[config.mk]
export PLATFORM = sky130hd
export DESIGN_NAME = aatc_acq_ctrl
export DESIGN_NICKNAME = d
export VERILOG_FILES = /design/src/hw/aatc_pacer.v /design/src/hw/aatc_trigger.v /design/src/hw/aatc_acq_ctrl.v
export VERILOG_INCLUDE_DIRS = /design/src /design/src/pkg
export SDC_FILE = /design/constraint.sdc
export NUM_CORES = 1
export LEC_CHECK = 0
export BUFFER_PORTS_ARGS = -buffer_cell sky130_fd_sc_hd__buf_2
export CAP_MARGIN = 20
export CORE_MARGIN = 2
export CORE_UTILIZATION = 55
export DETAILED_ROUTE_END_ITERATION = 16
export PLACE_DENSITY = 0.83
export SYNTH_ARGS = -nofsm -noshare
export SYNTH_HDL_FRONTEND = slang
export SYNTH_SLANG_ARGS = --single-unit
[constraint.sdc]
create_clock -name clock -period 4.8 [get_ports clock]
set_clock_uncertainty 0.05 [all_clocks]
set_input_delay 1.44 -clock clock [delete_from_list [all_inputs] [get_ports clock]]
set_output_delay 1.44 -clock clock [all_outputs]
set_load 0.1 [all_outputs]
[src/pkg/aatc_map.vh]
// Register offsets, field positions, reset values and timing counts
// Assumes a 125 MHz system clock and a 16-bit register port
`ifndef AATC_MAP_VH
`define AATC_MAP_VH

// Register indexes on the plain register port
`define AATC_REG_CTRL 3'h0
`define AATC_REG_DIVISOR 3'h1
`define AATC_REG_PRE_COUNT 3'h2
`define AATC_REG_TOTAL_COUNT 3'h3
`define AATC_REG_THRESHOLD 3'h4
`define AATC_REG_STATUS 3'h5
`define AATC_REG_SW_TRIGGER 3'h6
`define AATC_REG_STORED 3'h7

// Control register fields
`define AATC_CTRL_MODE 0
`define AATC_CTRL_CLK_SRC 1
`define AATC_CTRL_TRIG_SRC_LO 2
`define AATC_CTRL_TRIG_SRC_HI 3
`define AATC_CTRL_TRIG_EDGE 4
`define AATC_CTRL_START 5
`define AATC_CTRL_STOP 6

// Mode, clock source and trigger source codes
`define AATC_MODE_ABOUT 1'b0
`define AATC_MODE_PRE 1'b1
`define AATC_CLK_INTERNAL 1'b0
`define AATC_CLK_EXTERNAL 1'b1
`define AATC_TRIG_SOFTWARE 2'h0
`define AATC_TRIG_DIGITAL 2'h1
`define AATC_TRIG_ANALOG 2'h2
`define AATC_EDGE_RISING 1'b0
`define AATC_EDGE_FALLING 1'b1

// Reset values
`define AATC_RST_CTRL 16'h0000
`define AATC_RST_DIVISOR 16'hffff
`define AATC_RST_PRE_COUNT 16'h0002
`define AATC_RST_TOTAL_COUNT 16'h0004
`define AATC_RST_THRESHOLD 8'h80

// Timing: system clock and time base, in MHz
`define AATC_SYS_CLK_MHZ 125
`define AATC_TIME_BASE_MHZ 10
// Fractional time base: add BASE each clock, wrap at SYS
`define AATC_TB_STEP 8'h0a
`define AATC_TB_MODULO 8'h7d
// Fastest internal rate in MS/s; smallest divisor follows from it
`define AATC_MAX_RATE_MSPS 2
`define AATC_DIV_MIN (`AATC_TIME_BASE_MHZ / `AATC_MAX_RATE_MSPS)

// Analog trigger: span in mV, hysteresis in mV, 12-bit trigger code
`define AATC_THR_SPAN_MV 20000
`define AATC_HYST_MV 50
`define AATC_HYST_LSB ((`AATC_HYST_MV * 4096) / `AATC_THR_SPAN_MV)

// Sample coding
`define AATC_CODE_MID 12'h800
`define AATC_CODE_TOP 12'hfff

`endif

[src/hw/aatc_pacer.v]
// Internal sample clock: 10 MHz time base and 16-bit divisor
// Assumes the 125 MHz system clock and a synchronised reset
`timescale 1ns/100ps
`default_nettype none
`include "aatc_map.vh"

module aatc_pacer #(
  parameter DIV_WIDTH = 16
) (
  // Clock and reset
  input wire clock,
  input wire rst_n,
  // Control
  input wire run,
  input wire [DIV_WIDTH-1:0] divisor,
  // Counter output, high for one time-base tick per full count
  output reg pace_out
);

  localparam integer DIV_MIN_INT = `AATC_DIV_MIN;
  localparam [DIV_WIDTH-1:0] DIV_MIN = DIV_MIN_INT[DIV_WIDTH-1:0];

  reg [7:0] tb_acc;
  reg tb_tick;
  reg [DIV_WIDTH-1:0] count;
  wire [DIV_WIDTH-1:0] div_eff;
  wire [7:0] tb_sum;

  // Faster than the top rate cannot be honoured by the converter
  assign div_eff = (divisor < DIV_MIN) ? DIV_MIN : divisor;
  assign tb_sum = tb_acc + `AATC_TB_STEP;

  // 125 MHz does not divide to 10 MHz evenly; a phase accumulator keeps the mean
  always @(posedge clock or negedge rst_n) begin
    if (!rst_n) begin
      tb_acc <= 8'h00;
      tb_tick <= 1'b0;
    end else if (tb_sum >= `AATC_TB_MODULO) begin
      tb_acc <= tb_sum - `AATC_TB_MODULO;
      tb_tick <= 1'b1;
    end else begin
      tb_acc <= tb_sum;
      tb_tick <= 1'b0;
    end
  end

  always @(posedge clock or negedge rst_n) begin
    if (!rst_n) begin
      count <= {DIV_WIDTH{1'b0}};
      pace_out <= 1'b0;
    end else if (!run) begin
      count <= {DIV_WIDTH{1'b0}};
      pace_out <= 1'b0;
    end else if (tb_tick) begin
      if (count >= div_eff - 1'b1) begin
        count <= {DIV_WIDTH{1'b0}};
        pace_out <= 1'b1;
      end else begin
        count <= count + 1'b1;
        pace_out <= 1'b0;
      end
    end
  end

endmodule // aatc_pacer

`default_nettype wire

[src/hw/aatc_trigger.v]
// Trigger source select, analog comparator and edge detection
// Assumes inputs synchronous to the system clock
`timescale 1ns/100ps
`default_nettype none
`include "aatc_map.vh"

module aatc_trigger (
  // Clock and reset
  input wire clock,
  input wire rst_n,
  // Selection
  input wire [1:0] trig_src,
  input wire trig_edge,
  // Sources
  input wire sw_trigger_flag,
  input wire ext_digital_trigger_in,
  input wire [11:0] analog_trigger_in,
  input wire [7:0] threshold_code,
  // One-cycle trigger event
  output reg trig_event
);

  localparam integer HYST_INT = `AATC_HYST_LSB;
  localparam [12:0] HYST = HYST_INT[12:0];

  reg cmp_above;
  reg src_prev;
  reg src_now;
  wire [12:0] thr_lo;
  wire [12:0] thr_hi;

  // Code 00 maps to the lowest level, ff to near the highest
  assign thr_lo = {1'b0, threshold_code, 4'h0};
  assign thr_hi = thr_lo + HYST;

  // Hysteresis stops a noisy input from firing repeatedly
  always @(posedge clock or negedge rst_n) begin
    if (!rst_n) begin
      cmp_above <= 1'b0;
    end else if ({1'b0, analog_trigger_in} >= thr_hi) begin
      cmp_above <= 1'b1;
    end else if ({1'b0, analog_trigger_in} < thr_lo) begin
      cmp_above <= 1'b0;
    end
  end

  always @* begin
    case (trig_src)
      `AATC_TRIG_SOFTWARE: src_now = sw_trigger_flag;
      `AATC_TRIG_DIGITAL: src_now = ext_digital_trigger_in;
      `AATC_TRIG_ANALOG: src_now = cmp_above;
      default: src_now = 1'b0;
    endcase
  end

  always @(posedge clock or negedge rst_n) begin
    if (!rst_n) begin
      src_prev <= 1'b0;
      trig_event <= 1'b0;
    end else begin
      src_prev <= src_now;
      if (trig_edge == `AATC_EDGE_RISING) begin
        trig_event <= src_now & ~src_prev;
      end else begin
        trig_event <= ~src_now & src_prev;
      end
    end
  end

endmodule // aatc_trigger

`default_nettype wire

[src/hw/aatc_acq_ctrl.v]
// Analog-input acquisition and trigger control, top level
// Assumes an external converter and sample FIFO, and a plain register port
`timescale 1ns/100ps
`default_nettype none
`include "aatc_map.vh"

module aatc_acq_ctrl #(
  parameter DATA_WIDTH = 16,
  parameter SAMPLE_WIDTH = 12
) (
  // Clock and reset
  input wire clock,
  input wire rst_n,
  // Register port
  input wire [2:0] reg_addr,
  input wire [DATA_WIDTH-1:0] reg_wdata,
  input wire reg_write,
  input wire reg_read,
  output reg [DATA_WIDTH-1:0] reg_rdata,
  // Sample clock and trigger pins
  input wire ext_sample_clock_in,
  input wire ext_digital_trigger_in,
  input wire [11:0] analog_trigger_in,
  output reg [7:0] threshold_dac_code,
  // Converter
  output reg conv_start,
  input wire adc_valid,
  input wire [SAMPLE_WIDTH-1:0] adc_data,
  // Sample FIFO
  output reg fifo_wr_en,
  output reg [SAMPLE_WIDTH-1:0] fifo_wr_data,
  output reg fifo_drop_oldest,
  // Status
  output reg busy
);

  localparam ST_IDLE = 2'h0;
  localparam ST_PRE = 2'h1;
  localparam ST_POST = 2'h2;
  localparam ST_DONE = 2'h3;

  reg rst_meta;
  reg rst_sync;
  reg [1:0] state;
  reg [1:0] next_state;
  reg mode;
  reg clk_src;
  reg [1:0] trig_src;
  reg trig_edge;
  reg [15:0] divisor;
  reg [15:0] pre_count;
  reg [15:0] total_count;
  reg sw_trigger_flag;
  reg ext_clk_prev;
  reg pace_prev;
  reg [15:0] stored;
  reg [15:0] post_done;
  reg triggered;
  wire pace_out;
  wire trig_event;
  wire sample_edge;
  wire start_cmd;
  wire stop_cmd;
  wire [15:0] window;
  wire [15:0] post_target;
  wire acquiring;

  // Reset release through two flops; assertion stays asynchronous
  always @(posedge clock or negedge rst_n) begin
    if (!rst_n) begin
      rst_meta <= 1'b0;
      rst_sync <= 1'b0;
    end else begin
      rst_meta <= 1'b1;
      rst_sync <= rst_meta;
    end
  end

  function is_write;
    input [2:0] idx;
    begin
      is_write = reg_write && (reg_addr == idx);
    end
  endfunction

  assign start_cmd = is_write(`AATC_REG_CTRL) && reg_wdata[`AATC_CTRL_START];
  assign stop_cmd = is_write(`AATC_REG_CTRL) && reg_wdata[`AATC_CTRL_STOP];
  assign acquiring = (state == ST_PRE) || (state == ST_POST);

  aatc_pacer #(
    .DIV_WIDTH(16)
  ) u_pacer (
    .clock(clock),
    .rst_n(rst_sync),
    .run(acquiring && (clk_src == `AATC_CLK_INTERNAL)),
    .divisor(divisor),
    .pace_out(pace_out)
  );

  aatc_trigger u_trigger (
    .clock(clock),
    .rst_n(rst_sync),
    .trig_src(trig_src),
    .trig_edge(trig_edge),
    .sw_trigger_flag(sw_trigger_flag),
    .ext_digital_trigger_in(ext_digital_trigger_in),
    .analog_trigger_in(analog_trigger_in),
    .threshold_code(threshold_dac_code),
    .trig_event(trig_event)
  );

  // Register writes
  always @(posedge clock or negedge rst_sync) begin
    if (!rst_sync) begin
      mode <= `AATC_MODE_ABOUT;
      clk_src <= `AATC_CLK_INTERNAL;
      trig_src <= `AATC_TRIG_SOFTWARE;
      trig_edge <= `AATC_EDGE_RISING;
      divisor <= `AATC_RST_DIVISOR;
      pre_count <= `AATC_RST_PRE_COUNT;
      total_count <= `AATC_RST_TOTAL_COUNT;
      threshold_dac_code <= `AATC_RST_THRESHOLD;
      sw_trigger_flag <= 1'b0;
    end else if (reg_write) begin
      case (reg_addr)
        `AATC_REG_CTRL: begin
          mode <= reg_wdata[`AATC_CTRL_MODE];
          clk_src <= reg_wdata[`AATC_CTRL_CLK_SRC];
          trig_src <= reg_wdata[`AATC_CTRL_TRIG_SRC_HI:`AATC_CTRL_TRIG_SRC_LO];
          trig_edge <= reg_wdata[`AATC_CTRL_TRIG_EDGE];
        end
        `AATC_REG_DIVISOR: divisor <= reg_wdata[15:0];
        `AATC_REG_PRE_COUNT: pre_count <= reg_wdata[15:0];
        `AATC_REG_TOTAL_COUNT: total_count <= reg_wdata[15:0];
        // Code spans the full -10 V to +10 V threshold range
        `AATC_REG_THRESHOLD: threshold_dac_code <= reg_wdata[7:0];
        `AATC_REG_SW_TRIGGER: sw_trigger_flag <= reg_wdata[0];
        default: sw_trigger_flag <= sw_trigger_flag;
      endcase
    end
  end

  // Read data stands one cycle after the read strobe only
  always @(posedge clock or negedge rst_sync) begin
    if (!rst_sync) begin
      reg_rdata <= {DATA_WIDTH{1'b0}};
    end else if (reg_read) begin
      case (reg_addr)
        `AATC_REG_CTRL: reg_rdata <= {{(DATA_WIDTH-5){1'b0}}, trig_edge, trig_src, clk_src, mode};
        `AATC_REG_DIVISOR: reg_rdata <= divisor;
        `AATC_REG_PRE_COUNT: reg_rdata <= pre_count;
        `AATC_REG_TOTAL_COUNT: reg_rdata <= total_count;
        `AATC_REG_THRESHOLD: reg_rdata <= {{(DATA_WIDTH-8){1'b0}}, threshold_dac_code};
        `AATC_REG_STATUS: reg_rdata <= {{(DATA_WIDTH-4){1'b0}}, triggered, state, busy};
        `AATC_REG_SW_TRIGGER: reg_rdata <= {{(DATA_WIDTH-1){1'b0}}, sw_trigger_flag};
        `AATC_REG_STORED: reg_rdata <= stored;
        default: reg_rdata <= {DATA_WIDTH{1'b0}};
      endcase
    end else begin
      reg_rdata <= {DATA_WIDTH{1'b0}};
    end
  end

  // Sample clock: rising edge of the chosen source
  always @(posedge clock or negedge rst_sync) begin
    if (!rst_sync) begin
      ext_clk_prev <= 1'b0;
      pace_prev <= 1'b0;
    end else begin
      ext_clk_prev <= ext_sample_clock_in;
      pace_prev <= pace_out;
    end
  end

  // External clock above the documented limit would outrun the converter
  assign sample_edge = (clk_src == `AATC_CLK_EXTERNAL) ?
                       (ext_sample_clock_in & ~ext_clk_prev) :
                       (pace_out & ~pace_prev);

  always @(posedge clock or negedge rst_sync) begin
    if (!rst_sync) begin
      conv_start <= 1'b0;
    end else begin
      conv_start <= acquiring && sample_edge;
    end
  end

  // Pre-trigger keeps the last total; about-trigger keeps the last pre count
  assign window = (mode == `AATC_MODE_PRE) ? total_count : pre_count;
  assign post_target = total_count - pre_count;

  always @* begin
    next_state = state;
    case (state)
      ST_IDLE: if (start_cmd) next_state = ST_PRE;
      ST_PRE: begin
        if (stop_cmd) begin
          next_state = ST_DONE;
        end else if (trig_event) begin
          next_state = (mode == `AATC_MODE_PRE) ? ST_DONE : ST_POST;
        end
      end
      ST_POST: begin
        if (stop_cmd) begin
          next_state = ST_DONE;
        end else if (adc_valid && (post_done + 1'b1 >= post_target)) begin
          next_state = ST_DONE;
        end
      end
      ST_DONE: if (start_cmd) next_state = ST_PRE;
      default: next_state = ST_IDLE;
    endcase
  end

  always @(posedge clock or negedge rst_sync) begin
    if (!rst_sync) begin
      state <= ST_IDLE;
      busy <= 1'b0;
      triggered <= 1'b0;
      stored <= 16'h0000;
      post_done <= 16'h0000;
      fifo_wr_en <= 1'b0;
      fifo_wr_data <= {SAMPLE_WIDTH{1'b0}};
      fifo_drop_oldest <= 1'b0;
    end else begin
      state <= next_state;
      busy <= (next_state == ST_PRE) || (next_state == ST_POST);
      fifo_wr_en <= 1'b0;
      fifo_drop_oldest <= 1'b0;
      if ((state != ST_PRE) && (next_state == ST_PRE)) begin
        triggered <= 1'b0;
        stored <= 16'h0000;
        post_done <= 16'h0000;
      end else begin
        if (trig_event && (state == ST_PRE)) begin
          triggered <= 1'b1;
        end
        if (acquiring && adc_valid) begin
          // Straight binary code passes unchanged, 800h is mid-scale
          fifo_wr_en <= 1'b1;
          fifo_wr_data <= adc_data;
          if (state == ST_PRE) begin
            // Window full: oldest sample leaves as the new one enters
            if (stored >= window) begin
              fifo_drop_oldest <= 1'b1;
            end else begin
              stored <= stored + 1'b1;
            end
          end else begin
            stored <= stored + 1'b1;
            post_done <= post_done + 1'b1;
          end
        end
      end
    end
  end

endmodule // aatc_acq_ctrl

`default_nettype wire

==> impl_metrics.ini <==
[status]
status = complete, but fails checks
violations = negative setup slack

[cells_and_area]
layout.nets = 1291
area_growth_syn_to_layout_pct = 21.2
regArea_mm2 = 0.00408
fin_util_pct = 67.7
nFillCells = 1252
final_common_cell = dfrtp_1
multi_input_area_mm2 = 0.00590
fin_area_mm2 = 0.0121
diodes = 0
drive_gt1_share_pct = 27.1
mostFrequentLayoutCells = dfrtp_1 (142), nand2_1 (121), buf_2 (89)

[cts]
cts_tree = yes
cts.htree.levels = 4
root_buffer = clkbuf_16
cts.reportedPaths.clkPinSlew_ns = 0.07
cts_hold_buf = 0
clock_path_buffers = 2
clkSinkCount = 162
numCtsBuffers = 17
clk_latency_ns = 0.45

[pwr]
peakVddDrop_v = 0.000505
p_per_area_mw_per_mm2 = 516
leakage_uw = 0.00573

[synth]
synth_xor_area_share_pct = 5.28
synth.area.top_cells = dfrtp_1 (36%), ha_1 (11%), mux2_2 (5.3%), dfstp_2 (5.0%), nand2_1 (4.6%)
synth-async-reset-ratio_pct = 100
synth_fa_ha_area_share_pct = 10.8
syn_avg_cell_area_um2 = 9.70
syn_inst = 1027
synth.yosys.seq_area_share_pct = 40.9
synth.area.mux_share_pct = 9.03
synth-compound-area-share_pct = 14.7
synth_simple_gate_area_share_pct = 15.5
ys_warn_count = 0
yosysTopAreaCell = dfrtp_1
synthesis.area_mm2 = 0.00996
ys_types = 66
synth_top_family_by_area = simple AND/OR/NAND/NOR gates
ys.flop_type = dfrtp_1
netlist.area_leader.share_pct = 35.9
synth_edf_count = 0
synth_fp_nets = 1162
synth-seq-cells = 162

[critical_path]
crit_required_ns = 5.08
reg2reg_to = stored[12]$_DFFE_PN0P_
path_class = flip-flop to flip-flop
endpoint_kind = flip-flop
ff2ff_path_depth = 23
reg2reg_slack_ns = -0.06
reg2reg_from = pre_count[1]$_DFFE_PN1P_
cp.arrival_ns = 5.15
path_max_fanout = 5
worst_setup_path_start_kind = flip-flop

[timing]
max_slew_margin_pct = 31.0
setup-violations-final = 7
setup_ws_ns = -0.0630
hold_viol_final = 0
rsz0062_at_grt = true
min_period_ns = 4.86
worstMarginPinSlew_ns = 1.03
max_freq_ghz = 0.206
timing.final.crit_share_pct = 101
drv_slew = 0

[global_routing]
grt_util_met1_pct = 35.2
grt_max_degree = 66
gr-total-overflow = 0
grt_pass1_wl_mm = 41.3
grt_util_met2_pct = 43.3
antenna_found_initial = 0
busiest_layer = met2
grtUsageTotal_pct = 26.5
grtUsageMet3_pct = 4.70
grt_pass1_vias = 8253

[min_path]
hp-start = rst_meta$_DFF_PN0_
hp-class = flip-flop to flip-flop
holdPathStages = 0
hold_end = rst_sync$_DFF_PN0_

[place]
dp_hpwl_mm = 17.6
port_buffers = 88
placed_cell_area_mm2 = 0.0109
dp_slack_ns = -0.429
routabilityCongestion = 0.881

[floorplan]
start_util_pct = 55.8
placementRows = 49
die_area_mm2 = 0.0192
dieHeight_um = 139
fp.dieW_um = 139
ios = 90
core_mm2 = 0.0178

[routing]
vias = 8746
via_per_inst = 6.26
routed_wl_mm = 27.1
firstDrtPassIters = 5
wire_per_inst_um = 19.4
drc = 0
drtIter0Drc = 829
ant_nets = 0

[flow_run]
cap_violations = 0
## report_power, final
part | total, µW | internal, µW | switching (µW)
Combinational | 2810 | 1040 | 1780
Clock | 1490 | 853 | 641
Sequential | 1930 | 1630 | 296
## sequential cells by signal, summed over array words and instances (netlist names), 2 cells and up
signal	count
reg_rdata	16
u_pacer.tb_acc	8
stored	16
trig_src	2
post_done	16
state	2
fifo_wr_data	12
divisor	16
pre_count	16
u_pacer.count	16
total_count	16
threshold_dac_code	8
## worst max-delay path, stage by stage, from the launching register on
cell	delay, ns
dfstp_2	0.55
inv_2	0.06
ha_1	0.29
nor2b_4	0.14
o31ai_4	0.22
a21oi_2	0.11
a311o_1	0.35
buf_4	0.16
buf_4	0.13
xnor2_1	0.13
ha_1	0.32
a21o_1	0.11
a21oi_1	0.06
nor2b_1	0.10
o21ai_0	0.09
a211o_1	0.39
a31oi_4	0.18
ha_2	0.21
nor2b_4	0.22
o221ai_4	0.18
buf_8	0.21
nor4_4	0.27
xnor2_1	0.18
nor2_1	0.06
## layer usage
layer / routed length (µm) / share of wire, %
met1: 11000 / 40
met2: 13300 / 49
met3: 1890 / 7.0
met4: 983 / 3.6
met5: 0 / 0
## worst max path at each step
stage                                        start                       end  slack (ns)  depth (start not counted)
after CTS                 pre_count[1]$_DFFE_PN1P_     stored[9]$_DFFE_PN0P_      -0.009                         21
after global routing      pre_count[1]$_DFFE_PN1P_    stored[10]$_DFFE_PN0P_       -0.21                         24
after detailed placement  pre_count[1]$_DFFE_PN1P_    stored[15]$_DFFE_PN0P_       -0.43                         20
after floorplan           pre_count[1]$_DFFE_PN1P_  post_done[6]$_DFFE_PN0P_        0.01                         23
after global placement    pre_count[1]$_DFFE_PN1P_    stored[11]$_DFFE_PN0P_       -0.21                         20
final                     pre_count[1]$_DFFE_PN1P_    stored[12]$_DFFE_PN0P_       -0.06                         23
## repair_timing
| item | 4_1_cts | 5_1_grt |
|---|---|---|
| buffers inserted | 3 | 9 |
| pin swaps | 11 | 35 |
| setup endpoints to repair | 50 | 54 |
| gates resized for setup | 32 | 79 |
| cloned | 2 | 2 |
## kinds of logic after synthesis
family | after synthesis
multiplexers | 79
AO/OA/AOI/OAI | 225
adder cells (fa/ha/maj) | 85
flip-flops | 162
buffers and inverters | 92
AND/OR/NAND/NOR | 323
XOR/XNOR | 60
other | 1
## cell type report
type                    count  area share (%)
multi-input cells         773            48.9
flip-flops and latches    162            33.8
repair buffers            149            8.05
clock buffers              18            3.64
well taps                 229            2.37
inverters                  53            1.69
clock inverters            14            1.59
## Yosys cell counts (9+ instances only)
| cell type | count |
|---|---|
| nor2_1 | 70 |
| clkbuf_1 | 21 |
| mux2i_1 | 28 |
| a21oi_1 | 51 |
| nor3_1 | 17 |
| ha_1 | 84 |
| nand2_1 | 121 |
| buf_2 | 9 |
| inv_1 | 53 |
| and2_1 | 10 |
| mux2_2 | 47 |
| dfrtp_1 | 143 |
| dfstp_2 | 19 |
| and3_1 | 10 |
| nand3_1 | 27 |
| nor2b_1 | 22 |
| nand4_1 | 9 |
| a22o_1 | 18 |
| o21ai_0 | 71 |
| a21o_1 | 15 |
| xor2_1 | 25 |
| xnor2_1 | 35 |
## metrics by stage
stage / cells / power, µW / TNS [ns] / hold WS, ns
3_5_place_dp: 1351 / 4340 / -11.29 / 0.290
5_1_grt: 1398 / 6510 / -3.44 / 0.321
2_1_floorplan: 1027 / 3680 / 0 / 0.281
4_1_cts: 1388 / 5950 / -0.0262 / 0.310
3_3_place_gp: 1351 / 4260 / -2.96 / 0.289
6_report: 1398 / 6230 / -0.182 / 0.309
(Power assumes the default switching activity.)
